## config.mk

```make
export PLATFORM = sky130hd
export DESIGN_NAME = ubpc_top
export DESIGN_NICKNAME = d
export VERILOG_FILES = /design/src/rtl/ubpc_pkg.sv /design/src/rtl/ubpc_top.sv
export VERILOG_INCLUDE_DIRS = /design/src /design/src/rtl
export SDC_FILE = /design/constraint.sdc
export NUM_CORES = 1
export LEC_CHECK = 0
export ABC_AREA = 1
export BUFFER_PORTS_ARGS = -buffer_cell sky130_fd_sc_hd__buf_2
export CORE_UTILIZATION = 59
export DETAILED_ROUTE_END_ITERATION = 8
export PLACE_DENSITY = 0.92
export SLEW_MARGIN = 20
export SYNTH_ARGS = -nofsm -noshare
export SYNTH_HDL_FRONTEND = slang
export SYNTH_SLANG_ARGS = --single-unit
```

## constraint.sdc

```tcl
create_clock -name core_clk -period 5.9 [get_ports core_clk]
set_clock_uncertainty 0.1 [all_clocks]
set_input_delay 0.59 -clock core_clk [delete_from_list [all_inputs] [get_ports core_clk]]
set_output_delay 0.59 -clock core_clk [all_outputs]
set_load 0.005 [all_outputs]
```

## src/rtl/ubpc_map.svh

```systemverilog
/*
 Offsets, field positions, reset values and packet size figures
 for the bulk pipe configuration and control block.
 Assumes byte addresses on an 8-bit register address port.
*/
`ifndef UBPC_MAP_SVH
`define UBPC_MAP_SVH
`define UBPC_SEL_ADDR  8'h8E
`define UBPC_WIN_ADDR  8'h90
`define UBPC_CTL1_ADDR 8'hA0
`define UBPC_CTL2_ADDR 8'hA2
`define UBPC_CTL3_ADDR 8'hA4
`define UBPC_CTL4_ADDR 8'hA6
`define UBPC_CTL_BASE  5'h14
`define UBPC_B_RDYIRQ  10
`define UBPC_B_DBL_BUF 9
`define UBPC_B_CONT    8
`define UBPC_B_DIR     4
`define UBPC_B_ACCESS  15
`define UBPC_B_FLUSH   9
`define UBPC_B_TOG_RST 8
`define UBPC_B_NYET    4
`define UBPC_RST16     16'h0000
`define UBPC_FS_MPS    11'h040
`define UBPC_HS_MPS    11'h200
`define UBPC_CONT_TOT  11'h200
`endif

```

## src/rtl/ubpc_pkg.sv

```systemverilog
/*
 Types shared by the bulk pipe configuration block.
 Assumes ubpc_map.svh carries the numeric constants.
*/
package ubpc_pkg;
	typedef struct packed {
		logic irq_mode;
		logic dbl_buf;
		logic cont_mode;
		logic dir;
	} ubpc_cfg_t;
	typedef struct packed {
		logic       flush;
		logic       nyet;
		logic [1:0] pid;
	} ubpc_ctl_t;
	typedef enum logic [2:0] {
		UBPC_HS_NAK   = 3'h0,
		UBPC_HS_ACK   = 3'h1,
		UBPC_HS_NYET  = 3'h2,
		UBPC_HS_STALL = 3'h3,
		UBPC_HS_DATA  = 3'h4
	} ubpc_hs_t;
endpackage

```

## src/rtl/ubpc_top.sv

```systemverilog
/*
 Bulk pipe configuration window and pipe 1-4 control registers,
 with handshake choice, completion counting and data toggles.
 Assumes a single-cycle register master and a SIE that sends
 one token, one packet end and one CPU byte per cycle at most.
*/
// Our own choice: the plain strobed port.
// Contract
// Ready-irq mode bit on OUT pipe: 0 CPU, 1 DMA.
// Irq mode and continuous bits only for pipes 1-4.
// Double-buffer bit only for pipes 1 and 2.
// Software sets NAK before changing any pipe configuration.
// FS non-continuous: IN/OUT done at 64 bytes or short packet.
// FS non-continuous CPU write done at 64 bytes or commit.
// FS continuous IN done at 512 total or short packet.
// FS continuous CPU write done at 512 bytes or commit.
// FS continuous OUT done at 512, short, or count target.
// Hi-speed: continuous bit set, completion at 512 or short.
// Software clears the buffer after direction change.
// Endpoint id reads selected pipe number, writes ignored.
// PID 00 NAK, 01 buffer dependent, 1x STALL.
// Buffer access flag reads 1 when CPU may access.
// Flush bit clears buffers, stays until software clears.
// Flush on OUT BUF pipe: ACK and discard data.
// IN flush sequence: NAK, flush on, flush off, BUF.
// Toggle reset write 1 gives DATA0; reads always 0.
// USB bus reset leaves toggles; software resets them.
// Toggle resets of different pipes spaced 200 ns.
// NYET policy only for hi-speed bulk OUT BUF.
// Auto NYET: full NAK, space twice MPS ACK, else NYET.
// ACK-only policy never answers NYET.
`timescale 1ns/1ps
`include "ubpc_map.svh"
`default_nettype none
module ubpc_top (
	input  wire logic                      core_clk,
	input  wire logic                      rst_b,
	input  wire logic [7:0]                reg_addr,
	input  wire logic [15:0]               reg_wdata,
	input  wire logic                      reg_wr,
	input  wire logic                      reg_rd,
	output logic      [15:0]               reg_rdata,
	input  wire logic                      usb_bus_rst,
	input  wire logic                      hs_mode,
	input  wire logic                      tok_vld,
	input  wire logic [2:0]                tok_pipe,
	input  wire logic                      rx_buf_full,
	input  wire logic                      rx_space_2x,
	input  wire logic                      tx_buf_rdy,
	output logic                           hs_vld,
	output ubpc_pkg::ubpc_hs_t             hs_code,
	output logic                           hs_toggle,
	output logic                           hs_discard,
	input  wire logic [3:0]                tog_adv,
	input  wire logic                      pkt_end,
	input  wire logic [2:0]                pkt_pipe,
	input  wire logic [10:0]               pkt_len,
	input  wire logic [15:0]               transfer_count_target,
	output logic                           xfer_done,
	output logic      [2:0]                xfer_pipe,
	input  wire logic                      cpu_wr_byte,
	input  wire logic                      buffer_valid_commit,
	input  wire logic [2:0]                cpu_pipe,
	output logic                           cpu_wr_done,
	output logic      [2:0]                cpu_done_pipe,
	input  wire logic [3:0]                buf_cpu_ok,
	output ubpc_pkg::ubpc_cfg_t [3:0]      pipe_cfg,
	output logic      [3:0]                buffer_flush_ctl,
	output logic      [3:0]                ready_irq_dma
);
	// Pipe number 1-4 to array slot
	function automatic logic [1:0] pidx(input logic [2:0] p);
		logic [2:0] d;
		d = p - 3'h1;
		return d[1:0];
	endfunction
	function automatic logic bulk(input logic [2:0] p);
		return (p >= 3'h1) && (p <= 3'h4);
	endfunction

	logic                      [2:0]  sel_r;
	ubpc_pkg::ubpc_cfg_t       [3:0]  cfg_r;
	ubpc_pkg::ubpc_ctl_t       [3:0]  ctl_r;
	logic                      [3:0]  tog_r;
	logic                      [3:0]  access_r;
	logic                      [10:0] acc_r [4];
	logic                      [15:0] cnt_r [4];
	logic                      [10:0] wacc_r [4];
	logic                      [15:0] rd_r;
	logic                             hv_r;
	ubpc_pkg::ubpc_hs_t               hc_r;
	logic                             ht_r;
	logic                             hd_r;
	logic                             xd_r;
	logic                      [2:0]  xp_r;
	logic                             cd_r;
	logic                      [2:0]  cp_r;
	logic                      [3:0]  dma_r;

	logic                             win_wr;
	logic                             ctl_hit;
	logic                      [1:0]  ci;
	assign win_wr  = reg_wr && (reg_addr == `UBPC_WIN_ADDR);
	assign ctl_hit = (reg_addr[7:3] == `UBPC_CTL_BASE) && !reg_addr[0];
	assign ci      = reg_addr[2:1];

	// Pipe select for the configuration window
	always_ff @(posedge core_clk) begin
		if (!rst_b) begin
			sel_r <= 3'h0;
		end else if (reg_wr && reg_addr == `UBPC_SEL_ADDR) begin
			sel_r <= reg_wdata[2:0];
		end
	end

	// Window writes land only where the pipe has the option
	always_ff @(posedge core_clk) begin
		if (!rst_b) begin
			cfg_r <= '0;
		end else if (win_wr && bulk(sel_r)) begin
			cfg_r[pidx(sel_r)].irq_mode  <= reg_wdata[`UBPC_B_RDYIRQ];
			cfg_r[pidx(sel_r)].cont_mode <= reg_wdata[`UBPC_B_CONT];
			cfg_r[pidx(sel_r)].dir       <= reg_wdata[`UBPC_B_DIR];
			if (sel_r <= 3'h2) begin
				cfg_r[pidx(sel_r)].dbl_buf <= reg_wdata[`UBPC_B_DBL_BUF];
			end
		end
	end

	// Buffer-ready interrupt flavour, meaningful on OUT only
	always_ff @(posedge core_clk) begin
		if (!rst_b) begin
			dma_r <= 4'h0;
		end else begin
			for (int i = 0; i < 4; i++) begin
				dma_r[i] <= cfg_r[i].irq_mode & ~cfg_r[i].dir;
			end
		end
	end

	// Oversize OUT packet forces STALL; it wins over software
	logic                      [1:0]  pp;
	logic                      [10:0] mps;
	logic                             ovs;
	assign pp  = pidx(pkt_pipe);
	assign mps = hs_mode ? `UBPC_HS_MPS : `UBPC_FS_MPS;
	assign ovs = pkt_end && bulk(pkt_pipe) && !cfg_r[pp].dir && (pkt_len > mps);

	// Control registers; bus reset drops PID to NAK
	always_ff @(posedge core_clk) begin
		if (!rst_b) begin
			ctl_r <= '0;
		end else begin
			for (int i = 0; i < 4; i++) begin
				if (reg_wr && ctl_hit && ci == 2'(i)) begin
					ctl_r[i].flush <= reg_wdata[`UBPC_B_FLUSH];
					ctl_r[i].nyet <= reg_wdata[`UBPC_B_NYET];
					ctl_r[i].pid  <= reg_wdata[1:0];
				end
				if (usb_bus_rst) begin
					ctl_r[i].pid <= 2'h0;
				end
				if (ovs && pp == 2'(i)) begin
					ctl_r[i].pid[1] <= 1'b1;
				end
			end
		end
	end

	// Toggles survive bus reset; software reset beats an advance
	always_ff @(posedge core_clk) begin
		if (!rst_b) begin
			tog_r <= 4'h0;
		end else begin
			for (int i = 0; i < 4; i++) begin
				if (reg_wr && ctl_hit && ci == 2'(i) && reg_wdata[`UBPC_B_TOG_RST]) begin
					tog_r[i] <= 1'b0;
				end else if (tog_adv[i]) begin
					tog_r[i] <= ~tog_r[i];
				end
			end
		end
	end

	// Sampled buffer access status for readback
	always_ff @(posedge core_clk) begin
		if (!rst_b) begin
			access_r <= 4'h0;
		end else begin
			access_r <= buf_cpu_ok;
		end
	end

	// Read data stand one cycle, zero otherwise
	always_ff @(posedge core_clk) begin
		if (!rst_b) begin
			rd_r <= `UBPC_RST16;
		end else begin
			rd_r <= `UBPC_RST16;
			if (reg_rd && reg_addr == `UBPC_SEL_ADDR) begin
				rd_r[2:0] <= sel_r;
			end else if (reg_rd && reg_addr == `UBPC_WIN_ADDR) begin
				if (sel_r != 3'h7) begin
					rd_r[2:0] <= sel_r;
				end
				if (bulk(sel_r)) begin
					rd_r[`UBPC_B_RDYIRQ]  <= cfg_r[pidx(sel_r)].irq_mode;
					rd_r[`UBPC_B_DBL_BUF] <= cfg_r[pidx(sel_r)].dbl_buf;
					rd_r[`UBPC_B_CONT]    <= cfg_r[pidx(sel_r)].cont_mode;
					rd_r[`UBPC_B_DIR]   <= cfg_r[pidx(sel_r)].dir;
				end
			end else if (reg_rd && ctl_hit) begin
				rd_r[`UBPC_B_ACCESS] <= access_r[ci];
				rd_r[`UBPC_B_FLUSH]  <= ctl_r[ci].flush;
				rd_r[`UBPC_B_NYET] <= ctl_r[ci].nyet;
				rd_r[1:0]          <= ctl_r[ci].pid;
			end
		end
	end

	// Handshake choice for a token on a bulk pipe
	logic                      [1:0]  tp;
	ubpc_pkg::ubpc_ctl_t              tc;
	logic                             tout;
	ubpc_pkg::ubpc_hs_t               hnx;
	assign tp   = pidx(tok_pipe);
	assign tc   = ctl_r[tp];
	assign tout = !cfg_r[tp].dir;
	always_comb begin
		hnx = ubpc_pkg::UBPC_HS_NAK;
		if (tc.pid[1]) begin
			hnx = ubpc_pkg::UBPC_HS_STALL;
		end else if (tc.pid[0] && !tout) begin
			hnx = tx_buf_rdy ? ubpc_pkg::UBPC_HS_DATA : ubpc_pkg::UBPC_HS_NAK;
		end else if (tc.pid[0] && tc.flush) begin
			hnx = ubpc_pkg::UBPC_HS_ACK;
		end else if (tc.pid[0] && rx_buf_full) begin
			hnx = ubpc_pkg::UBPC_HS_NAK;
		end else if (tc.pid[0] && hs_mode && !tc.nyet && !rx_space_2x) begin
			hnx = ubpc_pkg::UBPC_HS_NYET;
		end else if (tc.pid[0]) begin
			hnx = ubpc_pkg::UBPC_HS_ACK;
		end
	end

	// Answer register; tokens for pipes 5-6 get no answer here
	always_ff @(posedge core_clk) begin
		if (!rst_b) begin
			hv_r <= 1'b0;
			hc_r <= ubpc_pkg::UBPC_HS_NAK;
			ht_r <= 1'b0;
			hd_r <= 1'b0;
		end else begin
			hv_r <= tok_vld && bulk(tok_pipe);
			hc_r <= hnx;
			ht_r <= tog_r[tp];
			hd_r <= tok_vld && bulk(tok_pipe) && tout && (tc.pid == 2'h1) && tc.flush;
		end
	end

	// Packet completion; continuous mode exists only at full speed
	logic                             cont;
	logic                      [10:0] sum;
	logic                      [15:0] cn1;
	logic                             pdone;
	assign cont  = cfg_r[pp].cont_mode && !hs_mode;
	assign sum   = acc_r[pp] + pkt_len;
	assign cn1   = cnt_r[pp] + 16'h0001;
	assign pdone = !cont || (pkt_len < mps) || (sum >= `UBPC_CONT_TOT) ||
		(!cfg_r[pp].dir && cn1 == transfer_count_target);

	always_ff @(posedge core_clk) begin
		if (!rst_b) begin
			for (int i = 0; i < 4; i++) begin
				acc_r[i] <= 11'h000;
				cnt_r[i] <= 16'h0000;
			end
		end else begin
			for (int i = 0; i < 4; i++) begin
				if (ctl_r[i].flush || (pkt_end && bulk(pkt_pipe) && pp == 2'(i) && pdone)) begin
					acc_r[i] <= 11'h000;
					cnt_r[i] <= 16'h0000;
				end else if (pkt_end && bulk(pkt_pipe) && pp == 2'(i)) begin
					acc_r[i] <= sum;
					cnt_r[i] <= cn1;
				end
			end
		end
	end

	always_ff @(posedge core_clk) begin
		if (!rst_b) begin
			xd_r <= 1'b0;
			xp_r <= 3'h0;
		end else begin
			xd_r <= pkt_end && bulk(pkt_pipe) && pdone;
			xp_r <= pkt_pipe;
		end
	end

	// CPU write completion; hi-speed uses the 512-byte limit whether or not the continuous bit is set
	logic                      [1:0]  cw;
	logic                      [10:0] wlim;
	logic                      [10:0] ws;
	logic                             wdone;
	logic                             cvld;
	assign cw    = pidx(cpu_pipe);
	assign cvld  = bulk(cpu_pipe) && cfg_r[cw].dir;
	assign wlim  = (hs_mode || cfg_r[cw].cont_mode) ? `UBPC_CONT_TOT : `UBPC_FS_MPS;
	assign ws    = wacc_r[cw] + 11'h001;
	assign wdone = cvld && (buffer_valid_commit || (cpu_wr_byte && ws == wlim));

	always_ff @(posedge core_clk) begin
		if (!rst_b) begin
			for (int i = 0; i < 4; i++) begin
				wacc_r[i] <= 11'h000;
			end
		end else begin
			for (int i = 0; i < 4; i++) begin
				if (ctl_r[i].flush || (wdone && cw == 2'(i))) begin
					wacc_r[i] <= 11'h000;
				end else if (cvld && cpu_wr_byte && cw == 2'(i)) begin
					wacc_r[i] <= ws;
				end
			end
		end
	end

	always_ff @(posedge core_clk) begin
		if (!rst_b) begin
			cd_r <= 1'b0;
			cp_r <= 3'h0;
		end else begin
			cd_r <= wdone;
			cp_r <= cpu_pipe;
		end
	end

	assign reg_rdata        = rd_r;
	assign hs_vld           = hv_r;
	assign hs_code          = hc_r;
	assign hs_toggle        = ht_r;
	assign hs_discard       = hd_r;
	assign xfer_done        = xd_r;
	assign xfer_pipe        = xp_r;
	assign cpu_wr_done      = cd_r;
	assign cpu_done_pipe    = cp_r;
	assign pipe_cfg         = cfg_r;
	assign buffer_flush_ctl = {ctl_r[3].flush, ctl_r[2].flush, ctl_r[1].flush, ctl_r[0].flush};
	assign ready_irq_dma    = dma_r;
endmodule
`default_nettype wire

```

[Yosys cells after proc, flatten, opt, wreduce, memory -nomap -nowiden]
Memory sizes are Yosys's and may differ from the RTL's.
Cells that the tools add are included.
Word-level totals
  output and inout port bits: 54
  memories: 3
  register bits after elaboration: 77
  bits in writable memories: 152
  input port bits: 81
Operators by class
  bitwise operators: 40
  $lt $le $gt $ge: 18
  reductions and logical operators: 97
  equal/unequal tests: 16
  add/sub/neg operators: 7
  muxes and demuxes: 142
Memories
  cnt_r: depth 4, width 16, rd ports 1, clocked after memory_dff 0, wr ports 4, RTL line ubpc_top.sv:87  | logic [15:0] cnt_r [4];
  acc_r: depth 4, width 11, rd ports 1, clocked after memory_dff 0, wr ports 4, RTL line ubpc_top.sv:86  | logic [10:0] acc_r [4];
  wacc_r: depth 4, width 11, rd ports 1, clocked after memory_dff 0, wr ports 4, RTL line ubpc_top.sv:88  | logic [10:0] wacc_r [4];
Operators with widths (number)
  $mux W11: 16
  $mux W16: 9
  $mux W1: 72
  $bwmux W16: 4
  $logic_and A1 B1 Y1: 61
  $bmux W4 S2: 6
  $mux W2: 17
  $demux W4 S2: 4
  $or A1 B1 Y1: 24
  $mux W10: 2
  $mux W3: 6
  $add A16 B1 Y16 const B: 1
  $eq A16 B16 Y1: 1
  $eq A8 B8 Y1 const B: 2
  $mux W4: 4
  $lt A2 B3 Y1 const B: 5
  $reduce_or A2 Y1: 7
  $logic_or A1 B1 Y1: 13
  $eq A2 B2 Y1 const B: 6
  $ge A3 B1 Y1 const B: 4
  $le A3 B3 Y1 const B: 4
  $not A1 Y1: 12
  $reduce_bool A3 Y1: 4
  $add A11 B1 Y11 const B: 1
  16 further kinds: 35

[Depth between registers and ports, before layout]
Gate-level depths: netlist (run 1).
  word-level depth: 16
  gate-level depth with buffers: 26
  mapped depth without buffers: 20

[Worst setup path after synthesis (run 1)]
Ideal clock, no wire load.
  path type: input -> register
  from: in pkt_pipe[0]
  to: mem acc_r[0][4], data pin
  setup slack: 1298 ps
  data arrival time: 4364 ps
  path buffers: 8
  stages: 22
  path through: inv_2 buf_2 buf_2 buf_2 buf_1 ha_1 buf_2 buf_2 clkbuf_1 o21ai_0 o22ai_1 ha_1 fa_1 a31oi_1 nor3_1 nor2_1 o21ai_0 xor2_1 nor2_4 nand3_4 buf_6 nor2_1
RTL lines
  start, declared: RTL line ubpc_top.sv:56  | input wire logic [2:0] pkt_pipe,
  end, declared: RTL line ubpc_top.sv:86

==> metrics, run 1 <==
first-pass GRT wire length between 40 and 50 mm; critical path startpoint cpu_pipe[0]; antenna-violating nets left 0; wire per inst 17.0 um; Yosys top cell by area edfxtp_1; # diodes 0; critical path endpoint category register; Std-Cell Rows 51; Sequential Power Share 46.8%; #FFs+latches synth around 220; hold path cells 3; Critical Path Source Type input pin; All-Layer GR Usage 30.7%; Hold Path Origin buf_cpu_ok[2]; layout cells sized above 1 a little under an eighth; Top Ports around 140; DP Cell Count 1814; nets 1688; Warnings, synthesis 0; Synth area leaders edfxtp_1, dfxtp_1, nand2_1, nor2_1, nand3_1; combinational share of power 15.4%; post-route design area roughly 13000 um2; # setup viols final 0; r2r startpoint acc_r[2][0]; cts repair resizes 0; die area roughly 21000 um2; worst r2r dst cnt_r[3][11]; 1st-pass router iterations 8; Yosys cell types 52; Area Growth Syn to Fin 11.4%; Crit path arrival time between 4 and 5 ns; CP Cell Sequence buf_2, inv_4, ha_1, inv_1, o211ai_1, nand2_2, ha_1, nand3_1, o21ai_0, nand2_1, nor2_1, nand2_1, nor2_1, nand3_1, nand2_1, nand3_1, nand2_1; area of placed instances approximately 13000 um2; Synth top area share about two fifths; Routed WL approximately 32 mm; FF/Latch Area just under 6000 um2; vias in the first global route 10230; Slew HR 43.4%; routed vias between 10000 and 15000; pwr/cell area 278 nW/um2; worst r2r path cells 12; Synth async-reset ratio 0%; Die H 144 um; CP Max Fanout 30; fin util 67.9%; R2R Setup Slk 2.43 ns; Post-CTS Setup Inserts 0; hold_buf cts 0; CP max stage cell ha_1; Pleak 5.85 nW; Main synth FF type edfxtp_1; CTS tree yes; worst skew pair latency 0.52 ns; Int Pwr 2.70 mW; crit-path max cell delay 0.56 ns; crit-path most repeated cell nand2_1; sequential element share of the synthesized area between 40% and 50%; clk root buf clkbuf_16; fin. max-slew vios 0; fill count between 1000 and 1500; Die Width approximately 140 um; Worst Hold Path EP access_r[2]; core box area slightly below 20000 um2; Net Switching a little over 1 mW; PortBufs 117; status complete, no violations; crit share post-route 79.7%; Detailed Route Iter0 Violations 1236; Setup Crit Path Kind in -> reg; Fin Setup TNS 0 ns; Max VDD drop between 0.2 and 0.3 mV; Max Cap Viol 0; switching share of power 27.2%; H-tree depth 1; Multi-input gate area between 5000 and 6000 um2; DRC Markers 0; clock sinks approximately 220; antenna violations before repair 0; CTS Buf Count 23; Initial Util 60.9%; Max clock buf depth 3; Hold Path Class in -> reg; synthesized cell area roughly 12000 um2; fin crit period 4.70 ns; Slew @ Worst Pin between 0.8 and 0.9 ns; final hold vios 0; global placer's final weighted congestion 0.941; Clock power frac 37.8%; overflow left after global routing 0; Worst-path clk slew roughly 0.06 ns; vias per inst 5.85; post-route insts no fill 1856; syn_area_per_cell about 8.1 um2; Gate Count Post-Synth around 1500; fmax 213 MHz; RSZ-0062 raised after global routing no; pin count of the biggest net entering global routing 66; Worst EP required 5.95 ns; dpl hpwl approximately 21 mm; number of synthesized flops with an enable pin between 150 and 200
-- cells in the final DEF (no fill, tap or decap), drive strengths merged, types with 6 or more instances in the layout --
cell type / netlist / final
nor3: 16 / 16
clkinv: 2 / 8
conb: 1 / 16
o21ai: 73 / 73
clkbuf: 17 / 33
nor4: 6 / 6
xor2: 11 / 11
nand2: 351 / 351
ha: 32 / 32
dfxtp: 69 / 69
inv: 147 / 148
o211ai: 7 / 7
o22ai: 17 / 17
a21oi: 60 / 60
nor2: 282 / 282
a211oi: 15 / 15
edfxtp: 152 / 152
buf: 48 / 127
nand3b: 6 / 6
nand3: 115 / 115
-- worst max-delay path: cells and delay by family --
kind            cells  cell delay [ns]
compound gates      2             0.37
fa+ha+maj           2             0.92
buf+inv             3             1.19
simple gates       10             1.67
-- flip-flops by register name, indices dropped and copies added, names as in the netlist, 8 cells and up --
| signal | cells |
|---|---|
| acc_r | 44 |
| cnt_r | 64 |
| ctl_r | 12 |
| pipe_cfg | 16 |
| reg_rdata | 8 |
| wacc_r | 44 |
-- final cells by class --
cell class                      count  area share [%]
Multi-Input combinational cell   1052            38.3
Tap cell                          265            2.48
Clock inverter                      9           0.544
Clock buffer                       33            4.91
Timing Repair Buffer              127            4.95
Inverter                          149            4.21
Sequential cell                   221            44.6
-- how the worst max path moves through the flow --
stage                              end  cells past startpoint
after floorplan            acc_r[0][4]                     22
after global placement    wacc_r[3][2]                     17
after detailed placement  wacc_r[3][5]                     17
after CTS                 wacc_r[3][1]                     17
after global routing      wacc_r[2][3]                     17
final                     wacc_r[0][0]                     17
-- per-layer routing --
layer / part of all wire (%) / GRT usage [%] / wire length [um]
met1: 38 / 37.6 / 11900
met2: 50 / 53.1 / 15600
met3: 8.7 / 5.07 / 2740
met4: 3.9 / 14.1 / 1230
met5: 0 / 0 / 0
-- cell usage after synthesis, drive strengths merged (6+ instances only) --
library cell,number
nand2,351
nor2,282
edfxtp,152
inv,147
nand3,115
o21ai,73
dfxtp,69
a21oi,60
buf,48
ha,32
clkbuf,17
o22ai,17
nor3,16
a211oi,15
xor2,11
o211ai,7
nand3b,6
nor4,6
-- through the flow --
| stage | total power [mW] | worst slack, ns | hold slack (ns) |
|---|---|---|---|
| finish | 3.70 | 1.20 | 0.153 |
| global placement | 2.29 | 0.996 | 0.356 |
| global route | 3.84 | 0.852 | 0.165 |
| detailed placement | 2.31 | 0.859 | 0.370 |
| CTS | 3.70 | 1.36 | 0.149 |
| floorplan | 2.15 | 1.30 | 0.339 |
-- power by group through the flow --
stage / sequential (mW) / combinational (mW) / clock (mW)
floorplan: 1.76 / 0.390 / 0
global placement: 1.76 / 0.524 / 0
detailed placement: 1.77 / 0.548 / 0
CTS: 1.73 / 0.557 / 1.41
global route: 1.74 / 0.628 / 1.47
finish: 1.73 / 0.571 / 1.40
-- cells by family (layout without fill, tap and decap cells) --
family / count (synthesis) / count (layout) / share of synthesized area (%)
and+or+nand+nor: 786 / 786 / 27.4
DFF: 221 / 221 / 49.6
buffers and inverters: 214 / 318 / 8.10
AOI/OAI and AO/OA: 199 / 199 / 9.65
adders and majority gates: 33 / 33 / 3.51
xor gates and xnor gates: 18 / 18 / 1.62
other: 1 / 16 / 0.0313
No activity file was read; power rests on OpenSTA's default activity.
==> inputs of run 2 (changes only) <==
- clock period: 5.9 -> 4.8 ns (I/O delays scaled with it)
==> metrics, run 2 (same netlist as run 1, synthesis figures left out) <==
Largest regs cnt_r (64), acc_r (44), wacc_r (44); pin count of the biggest net entering global routing 66; Fin Setup TNS 0 ns; Setup Crit Path Kind in -> reg; R2R Setup Slk 1.46 ns; fin. max-slew vios 0; Pleak 5.91 nW; RSZ-0062 raised after global routing no; most frequent cells in the layout nand2_1, nor2_1, edfxtp_1; CTS tree yes; die area 20900 um2; final hold vios 0; Largest Register cnt_r; Initial Util 60.9%; status complete, no violations; # setup viols final 0; Detailed Route Iter0 Violations 1114; CTS Buf Count 24; H-tree depth 1; # diodes 0; pwr/cell area between 300 and 400 nW/um2; CP Max Fanout 38; DP Cell Count approximately 1800; overflow left after global routing 0; fin util 68.4%; Crit path arrival time 4.10 ns; worst r2r path cells 12; Area Growth Syn to Fin 12.3%; Slew HR 52.5%; hold_buf cts 0; fill count 1528; nets 1699; Routed WL 31.7 mm; All-Layer GR Usage 31.1%; CP max stage cell buf_4; layout cells sized above 1 12.1%; Post-CTS Setup Inserts 0; vias per inst 5.78; antenna-violating nets left 0; Max clock buf depth 3; PortBufs 117; DRC Markers 0; Max VDD drop 0.419 mV; Worst-path clk slew 0.06 ns; 1st-pass router iterations 6; crit-path max cell delay 0.41 ns; wire per inst about 17 um; worst skew pair latency 0.54 ns; FF/Latch Area 5950 um2; crit share post-route 80.3%; critical path endpoint category register; CP Cell Sequence buf_2, inv_1, ha_1, buf_4, o21ai_0, o22ai_1, ha_1, a21o_1, a31oi_1, nor3_1, nor2_1, o21ai_0, xor2_1, nor2_4, nand3_4, nor2_1; Hold Path Class in -> reg; first-pass GRT wire length approximately 50 mm; Slew @ Worst Pin 0.713 ns; fin worst setup slack 0.948 ns; Multi-input gate area around 5000 um2; dpl hpwl ~21 mm; max reg flops 64; Die H 144 um; Top Ports roughly 140; cts repair resizes 0; fin crit period 3.85 ns; core box area 19700 um2; Critical Path Source Type input pin; Hold WS roughly 0.027 ns; Die Width between 100 and 150 um; Worst Hold Path EP access_r[1]; Max Cap Viol 0; post-placement setup slack about 0.5 ns; r2r startpoint acc_r[2][0]; vias in the first global route 10434; routed vias 10790; Std-Cell Rows 51; clk root buf clkbuf_16; most common cell after layout, fill and taps aside nand2_1; fmax 260 MHz; clock sinks about 220; Worst EP required 5.05 ns; hold path cells 3; global placer's final weighted congestion 0.944; worst r2r dst acc_r[0][3]; antenna violations before repair 0; Hold Path Origin buf_cpu_ok[1]; post-route insts no fill 1868
-- run 2: cell count changes in the layout (fill, tap and decap cells not counted), sizes merged --
cell      change
inv           -1
clkinvlp      -1
clkinv        +5
buf          +10
clkbuf        -1
-- run 2: final cells by class --
cell class	instances	area share, %
flip-flops and latches	221	44.2
clock buffers	32	4.84
clock inverters	12	0.707
well taps	265	2.47
repair buffers	137	5.56
inverters	149	4.18
multi-input cells	1052	38.0
-- run 2: worst max-delay path by stage --
stage                      from     endpoint  cells past startpoint  slack, ns
floorplan           pkt_pipe[0]  acc_r[0][4]                     22       0.31
global placement    pkt_pipe[1]  cnt_r[3][4]                     17       0.67
detailed placement  pkt_pipe[1]  acc_r[0][3]                     16       0.50
CTS                 pkt_pipe[1]  acc_r[0][3]                     16        1.0
global route        pkt_pipe[1]  acc_r[0][3]                     16       0.71
finish              pkt_pipe[1]  acc_r[0][3]                     16       0.95
-- run 2: power breakdown --
part	internal (mW)	switching (mW)	leakage, nW
clock	1.01	0.746	0.368
sequential	2.11	0.0224	2.14
combinational	0.213	0.497	3.41
total	3.33	1.26	5.91
-- run 2: routing by layer --
layer	global-route usage [%]	share of wire (%)	vias to the layer above
met1	37.3	38	4974
met3	5.20	8.7	114
li1	-	-	5079
met4	15.0	3.7	0
met2	54.2	50	623
met5	0	0	-
-- run 2: worst max-delay path: cells and delay by family --
family	cells	cell delay, ns
simple gates	5	1.13
compound gates	5	0.99
xor+xnor	1	0.17
fa+ha+maj	2	0.64
buf+inv	3	0.66
-- run 2: per-stage QoR --
step	instance area (um2)	total power [mW]
after floorplan	12000	2.64
after global placement	12700	2.83
after detailed placement	12700	2.86
after CTS	13500	4.59
after global routing	13500	4.75
final	13500	4.59
==> inputs of run 3 (changes only) <==
- ABC_AREA: 1 -> 0
- CORE_UTILIZATION: 59 -> 53
- PLACE_DENSITY: 0.92 -> 0.88
- clock period: 4.8 -> 3.2 ns (I/O delays scaled with it)
==> metrics, run 3 <==
RSZ-0062 raised after global routing yes; Tot Pwr 7.06 mW; Warnings, synthesis 0; CTS Buf Count 23; core box area 21100 um2; most common cell after layout, fill and taps aside edfxtp_1; dpl hpwl 20.2 mm; 1st-pass router iterations 8; post-route design area 14800 um2; routed vias 9785; number of synthesized flops with an enable pin 152; hold path cells 2; worst skew pair latency 0.54 ns; fmax around 270 MHz; CP Cell Sequence buf_2, inv_1, ha_4, mux4_2, buf_4, buf_4, nand4_4, nor4_2, and3_1, o32ai_1, or4_4, o311ai_4, buf_6, clkbuf_16, nor3_1; Slew @ Worst Pin between 0.8 and 0.9 ns; PortBufs 117; pwr/cell area ~480 nW/um2; global placer's final weighted congestion 0.907; area of placed instances about 13000 um2; Pleak between 5 and 6 nW; Detailed Route Iter0 Violations 1266; status finished, violations left; nets 1320; Std-Cell Rows 53; clock sinks 221; Worst EP required 3.35 ns; Yosys cell types 62; DRC Markers 0; Routed WL approximately 36 mm; synthesized cell area 11400 um2; Largest regs cnt_r (64), acc_r (44), wacc_r (44); Yosys top cell by area edfxtp_1; # setup viols final 101; H-tree depth 1; CTS tree yes; crit share post-route 116%; Initial Util 54.3%; Max VDD drop roughly 0.4 mV; Die Width 149 um; critical path startpoint pkt_pipe[1]; Max Cap Viol 0; violated checks setup timing; CP max stage cell nor4_2; vias per inst 6.53; Synth top cells by count edfxtp_1, nor3_1, nand2_1, dfxtp_1, mux4_2; worst r2r path cells 12; Top Ports ~140; Die H 149 um; Critical Path Source Type input pin; R2R Setup Slk -0.49 ns; syn_area_per_cell 11.8 um2; fin worst setup slack -0.503 ns; overflow left after global routing 0; pin count of the biggest net entering global routing 40; critical path endpoint category register; Largest Register cnt_r; fin crit period 3.70 ns; max reg flops 64; vias in the first global route between 9000 and 10000; fin. max-slew vios 0; Worst-path clk slew 0.06 ns; Synth top area share 39.9%; fin util between 70 and 80%; r2r startpoint cnt_r[3][0]; Synth async-reset ratio 0%; wire per inst about 24 um; Slew HR 40.0%; Gate Count Post-Synth slightly below 1000; Setup Crit Path Kind in -> reg; antenna violations before repair 2; Crit path arrival time 3.85 ns; #FFs+latches synth 221; worst r2r dst cnt_r[3][9]; crit-path most repeated cell buf_4; antenna-violating nets left 0; Worst Setup EP cnt_r[3][9]; Synth area leaders edfxtp_1, dfxtp_1, mux4_2, nor3_1, ha_1; CP Max Fanout 12; sequential element share of the synthesized area between 50% and 60%; Hold Path Class in -> reg; Max clock buf depth 3; final hold vios 0; All-Layer GR Usage 31.2%; first-pass GRT wire length around 53 mm; Main synth FF type edfxtp_1; die area 22200 um2; fill count approximately 1300; crit-path max cell delay 0.57 ns; layout cells sized above 1 34.8%; most frequent cells in the layout edfxtp_1, buf_2, buf_4; clk root buf clkbuf_16; Area Growth Syn to Fin 29.3%; most frequent cell after synthesis edfxtp_1
-- run 3: changes by cell type in the layout (fill, tap and decap cells not counted), moves of 46 or more --
cell / delta
nand3_1: -79
nor2_1: -235
nand2_1: -256
mux4_2: +56
buf_4: +94
o21ai_0: -60
inv_1: -113
nor3_1: +46
-- run 3: what timing repair did --
item                                    in CTS  in global routing
resized for setup                           43                 43
pin swaps                                   19                 17
endpoints found under the setup margin     101                101
buffers inserted                             7                  0
endpoints found under the hold margin       17                  0
cloned                                       5                  2
hold buffers                                17                  0
-- run 3: per-stage QoR --
| stage | hold WS (ns) | setup TNS (ns) | instances | worst slack, ns |
|---|---|---|---|---|
| after detailed placement | 0.363 | -68.92 | 1425 | -0.714 |
| after CTS | 0.00396 | -27.09 | 1495 | -0.292 |
| after floorplan | 0.343 | -85.49 | 983 | -0.867 |
| after global routing | 0.0391 | -56.63 | 1498 | -0.602 |
| after global placement | 0.353 | -61.01 | 1425 | -0.619 |
| final | 0.0317 | -46.73 | 1498 | -0.503 |
-- run 3: routing by layer --
metal  global-route usage [%]  share of wire, %
met5                        0             0.036
met4                     16.9               6.9
met3                     6.64                11
met2                     51.2                47
met1                     38.5                35
-- run 3: area by class of cell --
cell class / count / area (um2) / share of cell area (%)
clock inverters: 6 / 71.3 / 0.482
repair buffers: 265 / 1990 / 13.5
clock buffers: 35 / 684 / 4.63
inverters: 33 / 129 / 0.871
flip-flops and latches: 221 / 5950 / 40.2
multi-input cells: 662 / 5620 / 38.0
diodes: 1 / 2.50 / 0.0169
well taps: 275 / 344 / 2.33
-- run 3: how the worst min path moves through the flow --
| stage | endpoint | startpoint | slack [ns] |
|---|---|---|---|
| 3_5_place_dp | ready_irq_dma[1] | pipe_cfg[7] | 0.36 |
| 3_3_place_gp | ctl_r[0] | ctl_r[0] | 0.35 |
| 4_1_cts | tog_r[1] | reg_wdata[8] | 0.004 |
| 5_1_grt | sel_r[1] | reg_wdata[1] | 0.04 |
| 6_report | tog_r[2] | reg_wdata[8] | 0.03 |
| 2_1_floorplan | ctl_r[4] | ctl_r[4] | 0.34 |
-- run 3: critical path: cells and delay by family --
| kind | cells | cell delay [ns] |
|---|---|---|
| buf+inv | 6 | 0.82 |
| compound gates | 2 | 0.41 |
| simple gates | 5 | 1.57 |
| fa+ha+maj | 1 | 0.41 |
| mux | 1 | 0.29 |
-- run 3: cell families after synthesis --
| family | synth area share (%) |
|---|---|
| DFF | 52.0 |
| other | 0.0328 |
| adders and majority gates | 3.67 |
| muxes | 13.1 |
| xor gates and xnor gates | 3.80 |
| and+or+nand+nor | 18.6 |
| AOI/OAI and AO/OA | 4.58 |
| buffers and inverters | 4.22 |
-- run 3: where the power goes --
part / switching [mW] / total (mW) / internal (mW)
logic: 0.662 / 1.16 / 0.501
registers: 0.0386 / 3.19 / 3.15
clock network: 1.14 / 2.71 / 1.56
total: 1.84 / 7.06 / 5.22
